===== src/core/ebc_defs.svh =====
// offsets, field positions, reset values and timing counts of the external bus controller
`ifndef EBC_DEFS_SVH
`define EBC_DEFS_SVH

// ****************************************************************
// register offsets (byte addresses)
// ****************************************************************
`define EBC_OFF_SYSCFG    12'h000
`define EBC_OFF_DEFCFG    12'h004
`define EBC_OFF_WCFG0     12'h008
`define EBC_OFF_WRNG0     12'h018
`define EBC_OFF_STATUS    12'h028

// ****************************************************************
// field positions
// ****************************************************************
`define EBC_CFG_BUS_TYPE_FIELD_LO   0
`define EBC_CFG_ACT_BIT   2
`define EBC_CFG_DLY_LO    4
`define EBC_SYS_SPLIT_BIT 0
`define EBC_SYS_BHDIS_BIT 1
`define EBC_SYS_SEG_LO    2

// ****************************************************************
// reset values
// ****************************************************************
`define EBC_DEFCFG_RST    32'h0000_00f6
`define EBC_SYSCFG_RST    32'h0000_000c

// ****************************************************************
// timing
// ****************************************************************
`define EBC_CLK_NS        20
`define EBC_MUX_SWITCH_NS 20
`define EBC_MUX_SWITCH_CYC ((`EBC_MUX_SWITCH_NS + `EBC_CLK_NS - 1) / `EBC_CLK_NS)

`endif


===== src/core/ebc_pkg.sv =====
// types shared by the external bus controller
package ebc_pkg;

  typedef enum logic [1:0] {
    EBC_B8_DEMUX  = 2'h0,
    EBC_B8_MUX    = 2'h1,
    EBC_B16_DEMUX = 2'h2,
    EBC_B16_MUX   = 2'h3
  } ebc_bus_type_field_t;

  // cpu side request
  typedef struct packed {
    logic        valid;
    logic        write;
    logic        word;
    logic [23:0] addr;
    logic [15:0] wdata;
  } ebc_req_t;

  // cpu side answer
  typedef struct packed {
    logic        done;
    logic [15:0] rdata;
  } ebc_rsp_t;

  // external pins, outputs
  typedef struct packed {
    logic [15:0] addr_port;
    logic        addr_port_oe;
    logic [7:0]  segment_addr_port;
    logic [7:0]  segment_addr_oe;
    logic [15:0] mux_addr_data_port;
    logic [15:0] mux_addr_data_oe;
    logic        addr_latch_strobe;
    logic        read_strobe_n;
    logic        write_low_strobe_n;
    logic        high_byte_strobe_n;
    logic        high_byte_oe;
  } ebc_pins_t;

endpackage


===== src/core/ebc_ext_bus_ctrl.sv =====
// external bus controller: window decode, bus cycle sequencing and ahb-lite registers
//
// Summary of operation
// demux modes keep address on addr port; data on full or low port byte.
// segment address lines driven steadily when the reset-time selection enables them.
// demux cycle puts address first, command strobe after programmable delay.
// read data latched, then strobe released; device then floats the bus.
// write strobe released, data held until next cycle; next address then driven.
// each access decoded: internal, one of four windows, or default.
// external addresses outside every window use the default configuration.
// any demux window keeps intra-segment address on addr port every cycle.
// with no demux window the addr port is released for general use.
// software must not reprogram a window currently supplying instructions.
// mux cycle after demux cycle delays port address by one clock.
// 8-bit bus uses low port byte only; 16-bit uses whole port.
// word on 8-bit bus runs two byte cycles, low byte first.
// 16-bit byte access: high byte strobe for upper, bit zero for lower.
// split bit set: write pin writes low byte, high byte pin writes high.
// byte write on 16-bit bus drives the byte on both halves.
// byte read on 16-bit bus fetches word and keeps addressed byte.
// for read-sensitive devices select bytes with high byte strobe and bit zero.
// bus type field: 00 8 demux, 01 8 mux, 10 16 demux, 11 16 mux.
// mux cycle raises latch strobe with address; latch captures on falling edge. After a demux cycle the strobe rises one clock before the address.
// high byte pin active while its disable bit is zero, else general use.
//
// The AHB-Lite slave port and the register addresses were chosen for this implementation.
`timescale 1ns/1ns
`include "ebc_defs.svh"

module ebc_ext_bus_ctrl (
  input  wire logic              clk,
  input  wire logic              reset,
  input  wire logic [31:0]       haddr,
  input  wire logic [1:0]        htrans,
  input  wire logic              hwrite,
  input  wire logic [2:0]        hsize,
  input  wire logic [31:0]       hwdata,
  input  wire logic              hsel,
  input  wire logic              hready,
  output logic      [31:0]       hrdata,
  output logic                   hreadyout,
  output logic                   hresp,
  input  wire ebc_pkg::ebc_req_t req,
  output ebc_pkg::ebc_rsp_t      rsp,
  output logic                   req_internal,
  input  wire logic [15:0]       mux_addr_data_in,
  output ebc_pkg::ebc_pins_t     pins
);
  import ebc_pkg::*;

  // ****************************************************************
  // registers over ahb-lite
  // ****************************************************************
  logic [31:0] sys_cfg_q;
  logic [31:0] win_cfg_q [0:4];
  logic [31:0] win_rng_q [0:4];
  logic        wr_pend_q;
  logic [11:0] wr_addr_q;
  logic [31:0] rdata_d;
  logic        busy_q;

  always_ff @(posedge clk) begin
    if (reset) begin
      wr_pend_q <= 1'b0;
      wr_addr_q <= 12'h000;
    end else if (hready) begin
      wr_pend_q <= hsel && htrans[1] && hwrite;
      wr_addr_q <= haddr[11:0];
    end
  end

  // R10 is software's duty; writes take effect at the end of the data phase
  always_ff @(posedge clk) begin
    if (reset) begin
      sys_cfg_q <= `EBC_SYSCFG_RST;
      for (int i = 0; i < 5; i++) begin
        win_cfg_q[i] <= (i == 0) ? `EBC_DEFCFG_RST : 32'h0000_0000;
        win_rng_q[i] <= 32'h0000_0000;
      end
    end else if (wr_pend_q) begin
      if (wr_addr_q == `EBC_OFF_SYSCFG)
        sys_cfg_q <= hwdata;
      for (int i = 0; i < 5; i++) begin
        if (wr_addr_q == 12'(`EBC_OFF_DEFCFG + 4 * i) && i == 0)
          win_cfg_q[0] <= hwdata;
        if (i > 0 && wr_addr_q == 12'(`EBC_OFF_WCFG0 + 4 * (i - 1)))
          win_cfg_q[i] <= hwdata;
        if (i > 0 && wr_addr_q == 12'(`EBC_OFF_WRNG0 + 4 * (i - 1)))
          win_rng_q[i] <= hwdata;
      end
    end
  end

  always_comb begin
    rdata_d = 32'h0000_0000;
    if (haddr[11:0] == `EBC_OFF_SYSCFG)
      rdata_d = sys_cfg_q;
    if (haddr[11:0] == `EBC_OFF_DEFCFG)
      rdata_d = win_cfg_q[0];
    if (haddr[11:0] == `EBC_OFF_STATUS)
      rdata_d = {31'h0000_0000, busy_q};
    for (int i = 1; i < 5; i++) begin
      if (haddr[11:0] == 12'(`EBC_OFF_WCFG0 + 4 * (i - 1)))
        rdata_d = win_cfg_q[i];
      if (haddr[11:0] == 12'(`EBC_OFF_WRNG0 + 4 * (i - 1)))
        rdata_d = win_rng_q[i];
    end
  end

  always_ff @(posedge clk) begin
    if (reset)
      hrdata <= 32'h0000_0000;
    else if (hready && hsel && htrans[1] && !hwrite)
      hrdata <= rdata_d;
  end

  assign hreadyout = 1'b1;
  assign hresp     = 1'b0;

  // ****************************************************************
  // window decode
  // ****************************************************************
  // range word: [23:16] base segment, [7:0] segment count minus one
  function automatic logic in_window(input logic [31:0] rng, input logic [23:0] a);
    in_window = (a[23:16] >= rng[23:16]) && ({1'b0, a[23:16]} <= ({1'b0, rng[23:16]} + {1'b0, rng[7:0]}));
  endfunction

  logic [2:0] win_sel;
  logic       any_demux;
  always_comb begin
    win_sel      = 3'h0;
    req_internal = (req.addr[23:16] == 8'h00);
    for (int i = 4; i >= 1; i--) begin
      if (win_cfg_q[i][`EBC_CFG_ACT_BIT] && in_window(win_rng_q[i], req.addr))
        win_sel = 3'(i);
    end
    any_demux = 1'b0;
    for (int i = 0; i < 5; i++) begin
      if (win_cfg_q[i][`EBC_CFG_ACT_BIT] && !win_cfg_q[i][`EBC_CFG_BUS_TYPE_FIELD_LO])
        any_demux = 1'b1;
    end
  end

  // ****************************************************************
  // bus cycle sequencer
  // ****************************************************************
  typedef enum logic [2:0] {S_IDLE, S_ADDR, S_SWITCH, S_DELAY, S_CMD, S_DONE} ebc_state_t;
  ebc_state_t  state_q;
  ebc_bus_type_field_t   bus_type_field_q;
  logic        prev_demux_q;
  logic        second_q;
  logic        write_q;
  logic        word_q;
  logic [23:0] addr_q;
  logic [15:0] wdata_q;
  logic [15:0] rdata_q;
  logic [15:0] drive_q;
  logic        drive_en_q;
  logic [3:0]  cnt_q;
  logic        rd_q;
  logic        wr_q;
  logic        ale_q;
  logic        done_q;

  wire cfg_b16   = bus_type_field_q[1];
  wire cfg_mux   = bus_type_field_q[0];
  wire split_cfg = sys_cfg_q[`EBC_SYS_SPLIT_BIT];

  always_ff @(posedge clk) begin
    if (reset) begin
      state_q      <= S_IDLE;
      bus_type_field_q       <= EBC_B16_DEMUX;
      prev_demux_q <= 1'b0;
      second_q     <= 1'b0;
      write_q      <= 1'b0;
      word_q       <= 1'b0;
      addr_q       <= 24'h00_0000;
      wdata_q      <= 16'h0000;
      rdata_q      <= 16'h0000;
      cnt_q        <= 4'h0;
      rd_q         <= 1'b0;
      wr_q         <= 1'b0;
      ale_q        <= 1'b0;
      done_q       <= 1'b0;
    end else begin
      done_q <= 1'b0;
      unique case (state_q)
        S_IDLE: begin
          if (req.valid && !req_internal && !done_q) begin
            bus_type_field_q   <= ebc_bus_type_field_t'(win_cfg_q[win_sel][1:0]);
            write_q  <= req.write;
            word_q   <= req.word;
            addr_q   <= req.addr;
            wdata_q  <= req.wdata;
            second_q <= 1'b0;
            state_q  <= S_ADDR;
          end
        end
        S_ADDR: begin
          cnt_q <= win_cfg_q[win_sel][`EBC_CFG_DLY_LO +: 4];
          if (cfg_mux) begin
            ale_q   <= 1'b1;
            state_q <= prev_demux_q ? S_SWITCH : S_DELAY;
          end else begin
            state_q <= S_DELAY;
          end
        end
        S_SWITCH: begin
          state_q <= S_DELAY;
        end
        S_DELAY: begin
          ale_q <= 1'b0;
          if (cnt_q == 4'h0) begin
            rd_q    <= !write_q;
            wr_q    <= write_q;
            state_q <= S_CMD;
          end else begin
            cnt_q <= cnt_q - 4'h1;
          end
        end
        S_CMD: begin
          rd_q         <= 1'b0;
          wr_q         <= 1'b0;
          prev_demux_q <= !cfg_mux;
          if (!write_q) begin
            if (!cfg_b16 && second_q)
              rdata_q[15:8] <= mux_addr_data_in[7:0];
            else if (!cfg_b16)
              rdata_q[7:0] <= mux_addr_data_in[7:0];
            else if (!word_q && addr_q[0])
              rdata_q <= {8'h00, mux_addr_data_in[15:8]};
            else if (!word_q)
              rdata_q <= {8'h00, mux_addr_data_in[7:0]};
            else
              rdata_q <= mux_addr_data_in;
          end
          if (!cfg_b16 && word_q && !second_q) begin
            second_q <= 1'b1;
            addr_q   <= addr_q | 24'h00_0001;
            state_q  <= S_ADDR;
          end else begin
            state_q <= S_DONE;
          end
        end
        S_DONE: begin
          done_q  <= 1'b1;
          state_q <= S_IDLE;
        end
        default: state_q <= S_IDLE;
      endcase
    end
  end

  // port drive: address phase on mux cycles, write data until next cycle
  always_ff @(posedge clk) begin
    if (reset) begin
      drive_q    <= 16'h0000;
      drive_en_q <= 1'b0;
    end else if (state_q == S_ADDR && cfg_mux && !prev_demux_q) begin
      drive_q    <= addr_q[15:0];
      drive_en_q <= 1'b1;
    end else if (state_q == S_SWITCH) begin
      drive_q    <= addr_q[15:0];
      drive_en_q <= 1'b1;
    end else if (state_q == S_DELAY && write_q) begin
      if (!cfg_b16 && second_q)
        drive_q <= {8'h00, wdata_q[15:8]};
      else if (!cfg_b16 || word_q)
        drive_q <= cfg_b16 ? wdata_q : {8'h00, wdata_q[7:0]};
      else
        drive_q <= addr_q[0] ? {wdata_q[7:0], wdata_q[7:0]} : {wdata_q[7:0], wdata_q[7:0]};
      drive_en_q <= 1'b1;
    end else if (state_q == S_DELAY || (state_q == S_ADDR && !cfg_mux)) begin
      drive_en_q <= write_q && (state_q == S_DELAY);
    end
  end

  always_ff @(posedge clk) begin
    if (reset)
      busy_q <= 1'b0;
    else
      busy_q <= (state_q != S_IDLE);
  end

  // ****************************************************************
  // pins
  // ****************************************************************
  logic hb_sel;
  always_comb begin
    hb_sel = cfg_b16 && (word_q || addr_q[0]);
    pins.addr_port          = addr_q[15:0];
    pins.addr_port_oe       = any_demux;
    pins.segment_addr_port  = addr_q[23:16];
    pins.segment_addr_oe    = sys_cfg_q[`EBC_SYS_SEG_LO +: 8];
    pins.mux_addr_data_port = drive_q;
    pins.mux_addr_data_oe   = cfg_b16 ? {16{drive_en_q}} : {8'h00, {8{drive_en_q}}};
    pins.addr_latch_strobe  = ale_q;
    pins.read_strobe_n      = !rd_q;
    if (split_cfg) begin
      pins.write_low_strobe_n = !(wr_q && (!cfg_b16 || word_q || !addr_q[0]));
      pins.high_byte_strobe_n = !(wr_q && hb_sel);
    end else begin
      pins.write_low_strobe_n = !wr_q;
      pins.high_byte_strobe_n = !((rd_q || wr_q) && hb_sel);
    end
    pins.high_byte_oe = !sys_cfg_q[`EBC_SYS_BHDIS_BIT];
    rsp.done          = done_q;
    rsp.rdata         = rdata_q;
  end
  // R18 is for the system designer: with split clear, byte reads here still use strobe and bit zero
endmodule


===== config.mk =====
export PLATFORM = sky130hd
export DESIGN_NAME = ebc_ext_bus_ctrl
export DESIGN_NICKNAME = d
export VERILOG_FILES = /design/src/core/ebc_pkg.sv /design/src/core/ebc_ext_bus_ctrl.sv
export VERILOG_INCLUDE_DIRS = /design/src /design/src/core
export SDC_FILE = /design/constraint.sdc
export NUM_CORES = 1
export LEC_CHECK = 0
export ABC_CLOCK_PERIOD_IN_PS = 5800
export BUFFER_PORTS_ARGS = -buffer_cell sky130_fd_sc_hd__buf_2
export CORE_UTILIZATION = 40
export DETAILED_ROUTE_END_ITERATION = 10
export PLACE_DENSITY_LB_ADDON = 0.05
export RECOVER_POWER = 50
export SYNTH_ARGS = -nofsm -noshare
export SYNTH_HDL_FRONTEND = slang
export SYNTH_SLANG_ARGS = --single-unit

===== constraint.sdc =====
create_clock -name clk -period 5.8 [get_ports clk]
set_input_delay 0.87 -clock clk [delete_from_list [all_inputs] [get_ports clk]]
set_output_delay 0.87 -clock clk [all_outputs]
set_load 0.05 [all_outputs]

; ---- Word level (Yosys, flattened, before mapping)
; Memory sizes are Yosys's and may differ from the RTL's.
; Cells that the tools add are included.
[classes]
add_sub_neg = 5
magnitude_cmp = 8
n_eq_ne = 29
n_mux = 105
bitwise = 12
n_reduce_logical = 80
[ops]
columns = op, count
row1 = $mux 32, 20
row2 = $mux 16, 9
row3 = $eq 12x5->1 const B, 8
row4 = $eq 12x6->1 const B, 5
row5 = $mux 1, 56
row6 = $eq 12x4->1 const B, 4
row7 = $pmux 24 s2, 1
row8 = $add 8x8->9, 4
row9 = $le 8x9->1, 4
row10 = $ge 8x8->1, 4
row11 = $logic_and 1x1->1, 32
row12 = $eq 12x3->1 const B, 2
row13 = $logic_not 12->1, 2
row14 = $mux 24, 1
row15 = $mux 8, 3
row16 = $logic_not 1->1, 21
row17 = $mux 3, 7
row18 = $pmux 3 s5, 1
row19 = $reduce_and 2->1, 6
row20 = $reduce_and 3->1, 4
row21 = $ne 2x2->1 const B, 5
row22 = $or 1x1->1, 9
row23 = $logic_not 8->1, 1
row24 = $pmux 1 s2, 4
row25 = other kinds (14), 26
[totals]
ff_bits = 168
ram_bits = 320
inputBits = 133
output_inout_bits = 122
n_memories = 2
[memory_table]
columns = memory, depth, width, read_ports, rd_ports_with_merged_regs, write_ports, line_no
row1 = win_cfg_q, 5, 32, 6, 0, 5, ebc_ext_bus_ctrl.sv:55  ; logic [31:0] win_cfg_q [0:4];
row2 = win_rng_q, 5, 32, 4, 0, 5, ebc_ext_bus_ctrl.sv:56  ; logic [31:0] win_rng_q [0:4];

; ---- Depth between registers and ports, before layout
[logic_depth]
word_depth = 12
mapped_depth = 16

; ---- Worst setup path before layout
; OpenSTA, ideal clock, no wires.
[synth_path]
path_kind = register to register
start = register wr_addr_q[11]
end = memory win_cfg_q[1][0] (enable)
setup_ns = 0.470
t_arrival_ns = 3.833
required_time_ns = 5.330
setup_slack_ns = 1.497
stages_incl_launch_ff = 5
path_buffers = 0
period_less_slack_ns = 4.303
path_cell_list = dfxtp_1 or4b_2 nor4_2 nand2_1 o31ai_1
[synth_rtl]
columns = item, line_no
row1 = "start, declared", ebc_ext_bus_ctrl.sv:58  ; logic [11:0] wr_addr_q;
row2 = "start signal, assigned", ebc_ext_bus_ctrl.sv:68  ; wr_addr_q <= haddr[11:0];
row3 = "end, declared", ebc_ext_bus_ctrl.sv:55

==> metrics <==
setup_tns=0 ns; Yosys Warn Count=0; Final period util=87.0%; Antenna Violating Nets Remaining=0; CTS sink cnt=456; final hold vios=0; CTS Hold Bufs=0; CP max FO=32; initial antenna violation count=2; worst-skew pair later-pin latency=0.62 ns; post-synthesis cell count=1884; Post-route DRC=0; Port Buf Inserts=228; part of the Yosys area used for sequential elements=56.4%; Die Y-Extent=233 µm; Final nets=2296; outcome=complete, but fails checks; Synth Register Bits=456; routed via count=16100; vias per cell=5.78; Max Clock Freq=198 MHz; worst slack at placement=1.33 ns; Num CTS Buffers=51; failing checks=capacitance limit, slew limit; skew final=0.0479 ns; GR Overflow Total=0; commonest non-fill, non-tap cell in the layout=edfxtp_1; endpoints failing setup=0; number of global-route vias before repair=15700; count of cell types in the netlist=81; Worst slew margin=-183%; WL/cell=25.6 µm; TritonCTS clock tree=yes; hold path startpoint=sys_cfg_q[24]; layout cells sized above 1=13.5%; Placed Cells=2697; Worst Hold End=sys_cfg_q[24]; Post-DP Area=0.0228 mm²; die footprint=0.0541 mm²; crit-path cells=or4b_2, nor4_1, nand2_1, o21ai_4, clkbuf_1; Post-CTS Setup Bufs=0; CTS Buffer Depth=3; Post-CTS Resized=0; RSZ-0062 raised after global routing=no; total routed wirelength=71.3 mm; Hold Path Depth=2; commonest non-fill, non-tap cells in the layout=edfxtp_1 (288), nand2_1 (237), dfxtp_1 (168); Worst IR Drop VDD=0.233 mV; Total GRT Usage=26.1%; RR Endpoint=win_rng_q[0][121]; most used flip-flop cell after synthesis=edfxtp_1; critical path type=flip-flop to flip-flop; R2R setup slack=0.75 ns; drt initial violations=1677; largest net degree at the start of global routing=74; worst r2r src=wr_addr_q[11]; slowest CP cell=clkbuf_1; crit-path max cell delay=2.18 ns; Post-synth EDFFs=288; first-pass GRT wire length=103 mm; I/O pin cnt=255; fin area=0.0244 mm²; Min Clock Period, post-route=5.05 ns; Critical Path Start Type=flip-flop; Initial DRT Pass Iterations=6; # diodes=0; Post-DP HPWL=45.5 mm; leading post-synthesis cells by cell area=edfxtp_1 (41%), dfxtp_1 (16%), ha_1 (5.7%); Core Footprint=0.0526 mm²; routability congestion estimate=0.894; row count=84; syn_area_per_cell=11.3 µm²; H-tree depth=2; Post-Syn Area=0.0213 mm²; actual slew at the worst max-slew pin=4.24 ns; pwr dens=332 mW/mm²; CP arrival=5.17 ns; worst min path class=flip-flop to flip-flop; share of the synthesized area in the top cell type=40.6%; Max-Cap Viols=11; leakage=9.04 nW; worst setup margin=0.753 ns; Layout area overhead=14.5%; Reg clk slew, reported paths=0.06 ns; endpoint class of the critical path=flip-flop; Synth area leader=edfxtp_1; clock root buffer=clkbuf_16; CP Data Required Time=5.93 ns; syn_nets=2118; Starting Density=40.5%; Die Span X=233 µm; R2R cell count=5; final slew viol count=399; FFs w/ async S/R, synth=0%; post-route insts no fill=2792
==> worst max path at each step <==
stage | startpoint | endpoint | slack (ns) | cells after the start
2_1_floorplan | wr_addr_q[11] | win_cfg_q[1][0] | 1.50 | 4
3_3_place_gp | win_rng_q[0][128] | cnt_q[2] | 1.33 | 13
3_5_place_dp | win_rng_q[0][128] | cnt_q[3] | 1.33 | 13
4_1_cts | win_rng_q[0][128] | cnt_q[3] | 1.28 | 13
5_1_grt | reset | hrdata[27] | 0.55 | 4
6_report | wr_addr_q[11] | win_rng_q[0][121] | 0.75 | 5
==> sequential cells by signal, indices dropped and copies added (netlist names), 2 cells and up <==
name and cells:
state_q 3, wr_addr_q 12, bus_type_field_q 2, win_cfg_q 160
sys_cfg_q 32, drive_q 16, addr_q 24, wdata_q 16
rdata_q 16, cnt_q 4, hrdata 32, win_rng_q 128
==> metrics by stage <==
| step | hold WS, ns | power [mW] | util (%) |
|---|---|---|---|
| 4_1_cts | 0.456 | 8.17 | 46.8 |
| 5_1_grt | 0.472 | 8.38 | 46.4 |
| 2_1_floorplan | 0.436 | 4.49 | - |
| 3_3_place_gp | 0.442 | 4.79 | 43.4 |
| 6_report | 0.455 | 8.10 | 46.4 |
| 3_5_place_dp | 0.447 | 4.81 | 43.4 |
==> metal layers <==
layer,vias up,global-route usage (%),part of all wire [%]
li1,7414,-,-
met1,8061,36.0,45
met2,562,42.8,47
met3,96,3.97,6.3
met4,4,6.29,2.0
met5,-,0,0.041
==> layout make-up <==
cell class              count  area, µm²
repair buffers            262       1230
clock buffers              71       1460
well taps                 688        861
clock inverters            24        307
flip-flops and latches    456      12000
fillers                  5060      28200
multi-input cells        1237       8300
inverters                  54        203
==> cells by family (layout without fill, tap and decap cells) <==
| group | after synthesis | after routing | share of synthesized area, % |
|---|---|---|---|
| and+or+nand+nor | 654 | 654 | 15.8 |
| DFF | 456 | 456 | 56.4 |
| muxes | 30 | 30 | 1.46 |
| xor gates and xnor gates | 23 | 23 | 0.946 |
| adders and majority gates | 101 | 101 | 6.08 |
| AOI/OAI and AO/OA | 427 | 427 | 14.0 |
| buffers and inverters | 191 | 411 | 5.24 |
| other | 2 | 2 | 0.0353 |
==> cells in the mapped netlist (10+ instances only) <==
library cell	n
nor3_1	57
and2_1	66
nand2_1	237
a31oi_1	10
inv_1	54
a21oi_1	122
xor2_1	11
edfxtp_1	288
o21ai_0	65
ha_1	97
o211ai_1	12
clkbuf_8	13
a222oi_1	58
and3_1	28
nor4_2	29
a211oi_1	17
xnor2_1	12
a21o_1	14
nand3_1	43
buf_4	35
dfxtp_1	168
mux2i_1	21
a221oi_1	34
clkbuf_1	62
a311oi_1	16
o21a_1	10
nor2_1	112
nand2b_1	11
==> power by group <==
group          internal, mW  switching (mW)
sequential             3.60           0.126
combinational         0.280           0.727
clock                  1.98            1.38
==> critical path, delay by kind of cell (launching register included) <==
family / cells / cell delay [ns]
and+or+nand+nor: 3 / 1.87
AOI/OAI and AO/OA: 1 / 0.22
buffers and inverters: 1 / 2.18
DFF: 1 / 0.31
Note: power is estimated with default switching activity, not from simulation.
